File: config.mk
export PLATFORM = sky130hd
export DESIGN_NAME = adc_general_config_regs
export DESIGN_NICKNAME = d
export VERILOG_FILES = /design/src/core/adc_gen_cfg_pkg.sv /design/src/core/adc_general_config_regs.sv /design/src/core/pin_sync.sv
export VERILOG_INCLUDE_DIRS = /design/src /design/src/core
export SDC_FILE = /design/constraint.sdc
export NUM_CORES = 1
export LEC_CHECK = 0
export ABC_AREA = 1
export BUFFER_PORTS_ARGS = -buffer_cell sky130_fd_sc_hd__buf_2
export CAP_MARGIN = 20
export CORE_MARGIN = 2
export CORE_UTILIZATION = 31
export DETAILED_ROUTE_END_ITERATION = 10
export PLACE_DENSITY_LB_ADDON = 0.3
export SLEW_MARGIN = 20
export SYNTH_ARGS = -nofsm -noshare
export SYNTH_HDL_FRONTEND = slang
export SYNTH_SLANG_ARGS = --single-unit
export TNS_END_PERCENT = 100
File: constraint.sdc
create_clock -name core_clk -period 9.65 [get_ports core_clk]
set_clock_uncertainty 0.2 [all_clocks]
set_input_delay 0.4825 -clock core_clk [delete_from_list [all_inputs] [get_ports core_clk]]
set_output_delay 0.4825 -clock core_clk [all_outputs]
set_load 0.02 [all_outputs]
File: src/core/adc_gen_cfg_params.svh
`ifndef ADC_GEN_CFG_PARAMS_SVH
`define ADC_GEN_CFG_PARAMS_SVH

// register offsets on the 12-bit serial address
`define OFS_SOFT_RESET_CTRL 12'h000
`define OFS_BANK_PTR_LOW 12'h002
`define OFS_BANK_PTR_MID 12'h003
`define OFS_BANK_PTR_HIGH 12'h004
`define OFS_SERIAL_WIRE_MODE 12'h010
`define OFS_CONVERTER_PAGE_EN 12'h011
`define OFS_TOP_PAGE_EN 12'h012

// field positions
`define POS_RESET_HI 7
`define POS_RESET_LO 0
`define POS_WIRE_MODE 0
`define POS_TOP_PAGE 2

// reset value and converter page enable code
`define RST_BYTE 8'h00
`define CONVERTER_PAGE_ON 8'hff

// window pointer codes
`define PTR_MAIN_ONE 24'h680000
`define PTR_MAIN_TWO 24'h680100
`define PTR_FUNC_ONE 24'h610000
`define PTR_FUNC_TWO 24'h610100
`define PTR_LINK_DIGITAL 24'h690000

// serial frame: read flag, 3 spare bits, 12 address bits, 8 data bits
`define FRAME_HEAD_BITS 16
`define FRAME_BITS 24
`define POS_READ_FLAG 15

// internal reset pulse length in core clocks
`define SOFT_RESET_CYCLES 16

`endif

File: src/core/adc_gen_cfg_pkg.sv
package adc_gen_cfg_pkg;

    // serial frame progress
    typedef enum logic [1:0] {
        PH_IDLE = 2'b00,
        PH_HEAD = 2'b01,
        PH_DATA = 2'b10,
        PH_DONE = 2'b11
    } phase_t;

    // page chosen by the bank window pointer
    typedef enum logic [2:0] {
        PAGE_NONE = 3'b000,
        PAGE_MAIN_CONVERTER_ONE = 3'b001,
        PAGE_MAIN_CONVERTER_TWO = 3'b010,
        PAGE_FUNC_CONVERTER_ONE = 3'b011,
        PAGE_FUNC_CONVERTER_TWO = 3'b100,
        PAGE_LINK_DIGITAL = 3'b101
    } page_t;

endpackage

File: src/core/adc_general_config_regs.sv
`timescale 1ns/100ps
`include "adc_gen_cfg_params.svh"
module adc_general_config_regs
    import adc_gen_cfg_pkg::*;
#(
    parameter int SOFT_RESET_CYCLES = `SOFT_RESET_CYCLES
) (
    input wire logic core_clk,
    input wire logic reset,
    input wire logic clkEn,
    input wire logic serialClk,
    input wire logic chipSelect_n,
    input wire logic hostSerialDataLineIn,
    output logic hostSerialDataLineOut,
    output logic hostSerialDataLineOe,
    output logic serialDataOut,
    output logic serialDataOutOe,
    output logic softResetOut,
    output logic [23:0] bankWindowPtr,
    output page_t bankPage,
    output logic converterPageSel,
    output logic topPageSel,
    output logic threeWireMode
);
    initial begin
        if (SOFT_RESET_CYCLES < 1 || SOFT_RESET_CYCLES > 255)
            $error("SOFT_RESET_CYCLES must be 1 to 255");
    end

    localparam logic [7:0] RST_LEN = 8'(SOFT_RESET_CYCLES);

    logic sclkF, csnF, sdinF;
    logic sclkPrev;
    phase_t phase, next_phase;
    logic [4:0] bitCnt, next_bitCnt;
    logic [23:0] rxShift, next_rxShift;
    logic [7:0] txShift, next_txShift;
    logic isRead, next_isRead;
    logic [11:0] addr, next_addr;
    logic [1:0] resetBits, next_resetBits;
    logic [7:0] rstCnt, next_rstCnt;
    logic [7:0] ptrLow, next_ptrLow, ptrMid, next_ptrMid, ptrHigh, next_ptrHigh;
    logic wireMode, next_wireMode;
    logic [7:0] convPage, next_convPage;
    logic topPage, next_topPage;
    logic next_sdinOut, next_sdinOe, next_sdout, next_sdoutOe, next_softReset;
    page_t next_bankPage;
    logic rise, fall;
    logic [23:0] shifted;

    // pins from the host pass the three-stage synchroniser
    pin_sync #(
        .WIDTH(3),
        .RESET_VAL(3'b010)
    ) u_pin_sync (
        .core_clk(core_clk),
        .reset(reset),
        .clkEn(clkEn),
        .pinIn({serialClk, chipSelect_n, hostSerialDataLineIn}),
        .pinSync({sclkF, csnF, sdinF})
    );

    // pointer decode to a page code
    function automatic page_t pageDecode(input logic [23:0] ptr);
        case (ptr)
            `PTR_MAIN_ONE: pageDecode = PAGE_MAIN_CONVERTER_ONE;
            `PTR_MAIN_TWO: pageDecode = PAGE_MAIN_CONVERTER_TWO;
            `PTR_FUNC_ONE: pageDecode = PAGE_FUNC_CONVERTER_ONE;
            `PTR_FUNC_TWO: pageDecode = PAGE_FUNC_CONVERTER_TWO;
            `PTR_LINK_DIGITAL: pageDecode = PAGE_LINK_DIGITAL;
            default: pageDecode = PAGE_NONE;
        endcase
    endfunction

    // read mux; reserved bits and unmapped addresses read zero
    function automatic logic [7:0] regRead(input logic [11:0] a);
        regRead = 8'h00;
        case (a)
            `OFS_SOFT_RESET_CTRL: begin
                regRead[`POS_RESET_HI] = resetBits[1];
                regRead[`POS_RESET_LO] = resetBits[0];
            end
            `OFS_BANK_PTR_LOW: regRead = ptrLow;
            `OFS_BANK_PTR_MID: regRead = ptrMid;
            `OFS_BANK_PTR_HIGH: regRead = ptrHigh;
            `OFS_SERIAL_WIRE_MODE: regRead[`POS_WIRE_MODE] = wireMode;
            `OFS_CONVERTER_PAGE_EN: regRead = convPage;
            `OFS_TOP_PAGE_EN: regRead[`POS_TOP_PAGE] = topPage;
            default: regRead = 8'h00;
        endcase
    endfunction

    assign rise = sclkF & ~sclkPrev;
    assign fall = ~sclkF & sclkPrev;
    assign shifted = {rxShift[22:0], sdinF};

    // serial frame, register writes and soft reset sequencing
    always_comb begin
        next_phase = phase;
        next_bitCnt = bitCnt;
        next_rxShift = rxShift;
        next_txShift = txShift;
        next_isRead = isRead;
        next_addr = addr;
        next_resetBits = resetBits;
        next_rstCnt = rstCnt;
        next_ptrLow = ptrLow;
        next_ptrMid = ptrMid;
        next_ptrHigh = ptrHigh;
        next_wireMode = wireMode;
        next_convPage = convPage;
        next_topPage = topPage;
        next_sdinOut = hostSerialDataLineOut;
        next_sdinOe = hostSerialDataLineOe;
        next_sdout = serialDataOut;
        next_sdoutOe = serialDataOutOe;
        next_softReset = softResetOut;
        if (csnF) begin
            next_phase = PH_IDLE;
            next_bitCnt = 5'd0;
            next_sdinOe = 1'b0;
            next_sdoutOe = 1'b0;
        end else if (rise && phase != PH_DONE) begin
            next_rxShift = shifted;
            next_bitCnt = bitCnt + 5'd1;
            next_phase = (phase == PH_IDLE) ? PH_HEAD : phase;
            if (bitCnt == 5'(`FRAME_HEAD_BITS - 1)) begin
                next_phase = PH_DATA;
                next_isRead = shifted[`POS_READ_FLAG];
                next_addr = shifted[11:0];
                next_txShift = regRead(shifted[11:0]);
            end else if (bitCnt == 5'(`FRAME_BITS - 1)) begin
                next_phase = PH_DONE;
                if (!isRead) begin
                    case (addr)
                        `OFS_SOFT_RESET_CTRL: begin
                            next_resetBits = {shifted[`POS_RESET_HI], shifted[`POS_RESET_LO]};
                            if (shifted[`POS_RESET_HI] && shifted[`POS_RESET_LO]) begin
                                next_rstCnt = RST_LEN;
                                next_softReset = 1'b1;
                            end
                        end
                        `OFS_BANK_PTR_LOW: next_ptrLow = shifted[7:0];
                        `OFS_BANK_PTR_MID: next_ptrMid = shifted[7:0];
                        `OFS_BANK_PTR_HIGH: next_ptrHigh = shifted[7:0];
                        `OFS_SERIAL_WIRE_MODE: next_wireMode = shifted[`POS_WIRE_MODE];
                        `OFS_CONVERTER_PAGE_EN: next_convPage = shifted[7:0];
                        `OFS_TOP_PAGE_EN: next_topPage = shifted[`POS_TOP_PAGE];
                        default: next_topPage = topPage;
                    endcase
                end
            end
        end else if (fall && phase == PH_DATA && isRead) begin
            // read data leaves msb first on the falling edge
            next_txShift = {txShift[6:0], 1'b0};
            if (wireMode) begin
                next_sdinOut = txShift[7];
                next_sdinOe = 1'b1;
            end else begin
                next_sdout = txShift[7];
                next_sdoutOe = 1'b1;
            end
        end
        // internal reset: hold, then restore defaults and clear both bits
        if (rstCnt != 8'd0) begin
            next_rstCnt = rstCnt - 8'd1;
            if (rstCnt == 8'd1) begin
                next_softReset = 1'b0;
                next_resetBits = 2'b00;
                next_ptrLow = `RST_BYTE;
                next_ptrMid = `RST_BYTE;
                next_ptrHigh = `RST_BYTE;
                next_wireMode = 1'b0;
                next_convPage = `RST_BYTE;
                next_topPage = 1'b0;
            end
        end
        next_bankPage = pageDecode({next_ptrHigh, next_ptrMid, next_ptrLow});
    end

    // state registers
    always_ff @(posedge core_clk or posedge reset) begin
        if (reset) begin
            sclkPrev <= 1'b0;
            phase <= PH_IDLE;
            bitCnt <= 5'd0;
            rxShift <= 24'h000000;
            txShift <= 8'h00;
            isRead <= 1'b0;
            addr <= 12'h000;
            resetBits <= 2'b00;
            rstCnt <= 8'h00;
            ptrLow <= `RST_BYTE;
            ptrMid <= `RST_BYTE;
            ptrHigh <= `RST_BYTE;
            wireMode <= 1'b0;
            convPage <= `RST_BYTE;
            topPage <= 1'b0;
            hostSerialDataLineOut <= 1'b0;
            hostSerialDataLineOe <= 1'b0;
            serialDataOut <= 1'b0;
            serialDataOutOe <= 1'b0;
            softResetOut <= 1'b0;
            bankWindowPtr <= 24'h000000;
            bankPage <= PAGE_NONE;
            converterPageSel <= 1'b0;
            topPageSel <= 1'b0;
            threeWireMode <= 1'b0;
        end else if (clkEn) begin
            sclkPrev <= sclkF;
            phase <= next_phase;
            bitCnt <= next_bitCnt;
            rxShift <= next_rxShift;
            txShift <= next_txShift;
            isRead <= next_isRead;
            addr <= next_addr;
            resetBits <= next_resetBits;
            rstCnt <= next_rstCnt;
            ptrLow <= next_ptrLow;
            ptrMid <= next_ptrMid;
            ptrHigh <= next_ptrHigh;
            wireMode <= next_wireMode;
            convPage <= next_convPage;
            topPage <= next_topPage;
            hostSerialDataLineOut <= next_sdinOut;
            hostSerialDataLineOe <= next_sdinOe;
            serialDataOut <= next_sdout;
            serialDataOutOe <= next_sdoutOe;
            softResetOut <= next_softReset;
            bankWindowPtr <= {next_ptrHigh, next_ptrMid, next_ptrLow};
            bankPage <= next_bankPage;
            // host keeps the two page selects exclusive
            converterPageSel <= (next_convPage == `CONVERTER_PAGE_ON);
            topPageSel <= next_topPage;
            threeWireMode <= next_wireMode;
        end
    end
endmodule // adc_general_config_regs

File: src/core/pin_sync.sv
`timescale 1ns/100ps
// three-stage pin synchroniser; the output follows once stages two and three agree
module pin_sync #(
    parameter int WIDTH = 1,
    parameter logic [WIDTH-1:0] RESET_VAL = '0
) (
    input wire logic core_clk,
    input wire logic reset,
    input wire logic clkEn,
    input wire logic [WIDTH-1:0] pinIn,
    output logic [WIDTH-1:0] pinSync
);
    initial begin
        if (WIDTH < 1) $error("pin_sync needs at least one bit");
    end

    genvar i;
    generate
        for (i = 0; i < WIDTH; i++) begin : g_bit
            logic s1, s2, s3, filt;
            logic next_filt;
            // accept a change only when the two settled stages agree
            always_comb begin
                next_filt = (s2 == s3) ? s3 : filt;
            end
            // register the stages and the filtered level
            always_ff @(posedge core_clk or posedge reset) begin
                if (reset) begin
                    s1 <= RESET_VAL[i];
                    s2 <= RESET_VAL[i];
                    s3 <= RESET_VAL[i];
                    filt <= RESET_VAL[i];
                end else if (clkEn) begin
                    s1 <= pinIn[i];
                    s2 <= s1;
                    s3 <= s2;
                    filt <= next_filt;
                end
            end
            assign pinSync[i] = filt;
        end
    endgenerate
endmodule // pin_sync

## Yosys cells after proc, flatten, opt, wreduce, memory -nomap -nowiden

Index checks and enable logic that the tools add are counted.

| operators by class | value |
|---|---|
| add/subtract/negate cells | 2 |
| bitwise operators | 7 |
| multiplexer cells | 97 |
| eq/ne operators | 32 |
| reductions and logical operators | 30 |

Operator list:

| kind | count |
|---|---|
| two-way mux 8 bit | 43 |
| equality test 24 x 23 -> 1 bit, second input constant | 5 |
| equality test 12 x 5 -> 1 bit, second input constant | 6 |
| equality test 12 x 2 -> 1 bit, second input constant | 4 |
| two-way mux 1 bit | 33 |
| two-way mux 2 bit | 13 |
| equality test 12 x 3 -> 1 bit, second input constant | 2 |
| zero test 12 bit | 2 |
| case mux 4 bit (4 select lines) | 1 |
| AND reduction 4 bit | 4 |
| nonzero test 2 bit | 8 |
| case mux 3 bit (5 select lines) | 1 |
| two-way mux 5 bit | 2 |
| inequality test 2 x 1 -> 1 bit, second input constant | 5 |
| case mux 1 bit (5 select lines) | 2 |
| AND reduction 5 bit | 2 |
| equality test 8 x 1 -> 1 bit, second input constant | 1 |
| equality test 8 bit, second input constant | 1 |
| AND reduction 2 bit | 4 |
| AND reduction 8 bit | 1 |
| nonzero test 8 bit | 1 |
| subtractor 8 x 1 -> 8 bit, second input constant | 1 |
| case mux 1 bit (6 select lines) | 1 |
| AND reduction 3 bit | 2 |
| other kinds (12) | 23 |

| storage, ports and cells | value |
|---|---|
| logic and storage cells | 203 |
| output and inout bits | 35 |
| bits of input ports | 6 |
| register bits | 133 |

## Logic depth before layout (Yosys ltp)

| depth | value |
|---|---|
| word-level depth | 11 |
| mapped depth | 19 |
| depth with buffers taken out | 19 |

## Hierarchy

Synthesis repeated with hierarchy kept, for this count alone.

| second synthesis, totals | value |
|---|---|
| cell total of the unflattened synthesis | 763 |
| area total of the unflattened synthesis | 5,754.3 µm² |

By module, submodules not included:

| module | cells an instance | area an instance (µm²) | sequential area each (µm²) | times used |
|---|---|---|---|---|
| adc_general_config_regs | 700 | 5,225.0 | 2,427.3 | 1 |
| pin_sync | 63 | 529.3 | 305.3 | 1 |

## Least setup slack after synthesis

Ideal clock, no wire load.

| path | value |
|---|---|
| path type | flip-flop to flip-flop |
| start | register bitCnt[0] |
| end | register bankPage[0] |
| arrival | 2,210 ps |
| slack | 7,175 ps |
| buffers on the path | 0 |
| required time | 9,385 ps |
| setup time | 65 ps |
| stages on the path, launching flop included | 18 |
| clock period less this slack | 2,475 ps |
| path through | dfrtp_1 -> ha_1 -> nand2_1 -> nor2_1 -> ha_1 -> inv_1 -> nand4_2 -> nor2_4 -> nand2_4 -> nand2_2 -> nand3_1 -> nor2_2 -> nand3_2 -> nor2_2 -> inv_1 -> nand2_1 -> nand3_1 -> nand2_1 |

| between the ends | value |
|---|---|
| word-level cells in the longest chain between the ends | 9 |
| elaborated cells between the ends (all ways) | 26 |
| classes of those cells | 7 x eq/ne; 19 x mux |

RTL lines:

| what | RTL line | source |
|---|---|---|
| from (decl) | adc_general_config_regs.sv:35 | `logic [4:0] bitCnt, next_bitCnt;` |
| from (signal assigned) | adc_general_config_regs.sv:212 | `bitCnt <= next_bitCnt;` |
| equality test 5 bit | adc_general_config_regs.sv:132 | `` end else if (bitCnt == 5'(`FRAME_BITS - 1)) begin `` |
| two-way mux 8 bit | adc_general_config_regs.sv:132 |  |
| two-way mux 8 bit | adc_general_config_regs.sv:127 | `` if (bitCnt == 5'(`FRAME_HEAD_BITS - 1)) begin `` |
| two-way mux 8 bit | adc_general_config_regs.sv:123 | `end else if (rise && phase != PH_DONE) begin` |
| two-way mux 8 bit | adc_general_config_regs.sv:118 | `if (csnF) begin` |
| two-way mux 8 bit | adc_general_config_regs.sv:167 | `if (rstCnt == 8'd1) begin` |
| two-way mux 8 bit | adc_general_config_regs.sv:165 | `if (rstCnt != 8'd0) begin` |
| equality test 24 x 23 -> 1 bit | adc_general_config_regs.sv:65 | `case (ptr)` |
| case mux 3 bit (5 select lines) (*) | adc_general_config_regs.sv:65 |  |
| to (signal assigned) | adc_general_config_regs.sv:231 | `bankPage <= next_bankPage;` |
| to (decl) | adc_general_config_regs.sv:20 | `output page_t bankPage,` |

Every way passes the cells marked *; elsewhere a longest branch is shown, timed or not.
A chain may end at the register's enable or synchronous reset.

## Worst setup path after layout

| path | value |
|---|---|
| start | register bitCnt[0] |
| end | register bankPage[1] |

Same word-level chain as after synthesis.

==> results.py <==
metrics = {
    "place": {
        "hpwl_um": 10810,
        "io_buffers": 40,
        "gp_congestion": 0.8665,
    },
    "power": {
        "powerDensity_mw_per_mm2": 209.8,
        "p_clk_share_pct": 27.3,
        "p_sw_uw": 505.4,
        "irDropWorstVdd_uv": 91.66,
        "p_sw_share_pct": 36.72,
        "pwr-share-comb_pct": 26.9,
        "internal_power_uw": 871.0,
        "seq_power_share_pct": 45.9,
        "p_leak_uw": 0.003226,
        "total_power_uw": 1376,
    },
    "critical_path": {
        "required_ns": 9.70,
        "r2r_start": "bitCnt[0]$_DFFE_PP0P_",
        "cp-end-kind": "flip-flop",
        "path_max_fanout": 11,
        "start_kind": "flip-flop",
        "r2r.worst_path.cells": 18,
        "cp.arrival_ns": 3.33,
        "reg2reg_slack_ns": 6.37,
        "r2r_end": "bankPage[1]$_DFFE_PP0P_",
        "crit_type": "reg2reg",
    },
    "sta": {
        "maxSlewViolCount": 0,
        "setup-tns-final_ns": 0,
        "finalCriticalPeriod_ns": 3.279,
        "post-route-period-util_pct": 33.98,
        "clock.fmax_mhz": 304.9,
        "worstMarginPinSlew_ns": 0.8950,
        "finalHoldViolCount": 0,
        "relSlewSlack_pct": 40.27,
        "setup_viol": 0,
        "rsz0062_at_grt": "no",
    },
    "clocking": {
        "root_buffer": "clkbuf_16",
        "cts_buffers": 9,
        "postCtsSetupRepairBufs": 0,
        "cts-resized-gates": 0,
        "cts_max_path_buffers": 2,
        "clk_pin_slew_ns": 0.07,
        "cts_hold_buf": 1,
        "cts_tree": "yes",
        "clk_latency_ns": 0.36,
        "cts_max_level": 3,
        "cts.sinks": 109,
    },
    "detailed_routing": {
        "num_vias": 5118,
        "wl_met2_um": 6973,
        "viasPerCell": 4.940,
        "wl_per_cell_um": 14.94,
        "route.met3.wl_um": 697,
        "finalWirelength_um": 15480,
        "firstDrtPassIters": 5,
        "route.top_layer_used": "met4",
        "drc": 0,
        "met1_length_um": 7564,
        "ant_nets": 0,
        "drtIter0Drc": 336,
    },
    "floorplanning": {
        "start_util_pct": 31.64,
        "num_rows": 50,
        "die_area_sq_mm": 0.02021,
        "die_h_um": 142.2,
        "die_w_um": 142.2,
        "coreArea_sq_mm": 0.01871,
        "io-pin-count": 41,
    },
    "synth": {
        "synth_ff_type": "dfrtp_1",
        "yosysSeqAreaShare_pct": 46.17,
        "synth_edf_count": 0,
        "postSynthCellCount": 769,
        "synth_area_sq_mm": 0.005918,
        "yosysWarnings": 0,
        "netlist.top_cell.by_area": "dfrtp_1",
        "synthTopCellsByArea": "dfrtp_1 (44%), nand2_1 (13%), o21ai_0 (8.4%), inv_1 (6.5%), nand3_1 (5.8%)",
        "async_reset_ff_share_pct": 100.0,
        "syn_nets": 779,
        "synth_cell_type_count": 48,
        "postSynthAreaPerCell_sq_um": 7.696,
        "synth_top_area_share_pct": 44.40,
        "synth-seq-cells": 109,
    },
    "grt": {
        "antenna_found_initial": 0,
        "overflow": 0,
        "grt_use_total_pct": 16.06,
        "grt_pass1_vias": 4729,
        "grt_start_max_net_pins": 80,
        "grt_pass1_wl_um": 25670,
    },
    "job": {
        "drv_cap": 0,
    },
    "outcome": {
        "status": "completed",
    },
    "cells_and_area": {
        "drive_gt1_share_pct": 12.59,
        "syn_to_final_growth_pct": 10.87,
        "fin_nets": 807,
        "antennaDiodeCount": 0,
    },
    "min_path": {
        "whs_path_depth": 3,
        "min_from": "serialClk",
        "hp-class": "in2reg",
        "holdPathEnd": "u_pin_sync.g_bit[2].s1$_DFFE_PP0P_",
    },
}
## final cells by class
class,instances,area [sq um]
Fill cell,1978,12140
Sequential cell,109,2733
Multi-Input combinational cell,524,2604
Inverter,110,415.4
Tap cell,234,292.8
Clock buffer,15,257.7
Timing Repair Buffer,43,229.0
Clock inverter,1,30.03
## metal layers
| layer | vias to the layer above | global-route usage, % |
|---|---|---|
| li1 | 2556 | - |
| met4 | 0 | 5.421 |
| met2 | 117 | 24.43 |
| met1 | 2430 | 23.24 |
| met3 | 15 | 2.557 |
| met5 | - | 0 |
## power by group through the flow
stage	clock network [uW]	logic, uW	registers, uW
finish	375	370	631
global route	402	421	644
CTS	386	371	631
detailed placement	0	370	638
global placement	0	368	639
floorplan	0	243	639
## cells in the final DEF (no fill, tap or decap), types with 3 or more instances in the layout
cell	synthesis	layout
nand2_1	202	202
dfrtp_1	105	105
inv_1	103	102
o21ai_0	99	99
nand3_1	69	69
nor2_1	40	40
buf_2	7	40
a21oi_1	19	19
o22ai_1	12	12
nor2_2	11	11
nor3_1	11	11
nand4_1	9	9
clkbuf_16	0	9
inv_2	6	6
clkbuf_1	10	5
nor4_1	4	4
nand3_2	4	4
ha_1	4	4
dfstp_2	4	4
nor2_4	3	3
nand2_4	3	3
o21ai_2	3	3
a21oi_2	3	3
xor2_1	3	3
## logic make-up (layout without fill, tap and decap cells)
| group | count (synthesis) | count (layout) | share of synthesized area, % |
|---|---|---|---|
| buffers and inverters | 136 | 169 | 9.831 |
| xor gates and xnor gates | 4 | 4 | 0.5921 |
| adders and majority gates | 4 | 4 | 0.8457 |
| DFF | 109 | 109 | 46.17 |
| and+or+nand+nor | 368 | 368 | 28.84 |
| AOI/OAI and AO/OA | 148 | 148 | 13.72 |
## registers in the layout (all words and copies together) (netlist names), 2 cells and up
signal and cells:
phase 2, txShift 8, rstCnt 8, resetBits 2
bankPage 3, convPage 8, bankWindowPtr 24, u_pin_sync.g_bit.filt 3
addr 12, u_pin_sync.g_bit.s3 3, bitCnt 5, rxShift 15
u_pin_sync.g_bit.s2 3, u_pin_sync.g_bit.s1 3
## how the worst max path moves through the flow
stage | to | slack (ns) | cells past startpoint | start
after floorplan | addr[0]$_DFFE_PP0P_ | 6.10 | 1 | reset
after global placement | addr[2]$_DFFE_PP0P_ | 6.15 | 10 | clkEn
after detailed placement | addr[2]$_DFFE_PP0P_ | 6.07 | 10 | clkEn
after CTS | bankPage[1]$_DFFE_PP0P_ | 6.38 | 18 | bitCnt[0]$_DFFE_PP0P_
after global routing | addr[2]$_DFFE_PP0P_ | 6.00 | 10 | clkEn
final | bankPage[1]$_DFFE_PP0P_ | 6.37 | 18 | bitCnt[0]$_DFFE_PP0P_
## stage by stage
| stage | setup slack [ns] | hold WS [ns] | instance area [sq um] | utilization, % | cells |
|---|---|---|---|---|---|
| finish | 6.371 | 0.1266 | 6561 | 35.08 | 1036 |
| global placement | 6.146 | 0.2526 | 6260 | 33.46 | 1019 |
| global route | 6.001 | 0.1422 | 6561 | 35.08 | 1036 |
| detailed placement | 6.066 | 0.2549 | 6260 | 33.46 | 1019 |
| CTS | 6.381 | 0.1243 | 6558 | 35.06 | 1036 |
| floorplan | 6.100 | 0.2422 | 5918 | - | 769 |
## worst max-delay path: stages, from the launching register on
cell and delay (ns):
dfrtp_1 0.38, ha_1 0.21, nand2_1 0.10, nor2_1 0.07, ha_1 0.24, inv_1 0.14
nand4_2 0.23, nor2_2 0.48, nand2_1 0.30, nand2_1 0.13, nand3_1 0.10, nand2_1 0.09
nor2_1 0.04, nand2_1 0.12, nor2_1 0.11, nand2_1 0.07, nand2_1 0.05, nand2_1 0.07
nand2_1 0.06
## Yosys cell counts (all sizes together) (4+ instances only)
cell type	n
buf	13
inv	109
o21ai	103
nand3	74
nor3	12
clkbuf	12
nand4	11
nor4	4
nor2	56
a21oi	22
ha	4
o22ai	12
dfrtp	105
dfstp	4
nand2	206
No activity file was read; power rests on OpenSTA's default activity.
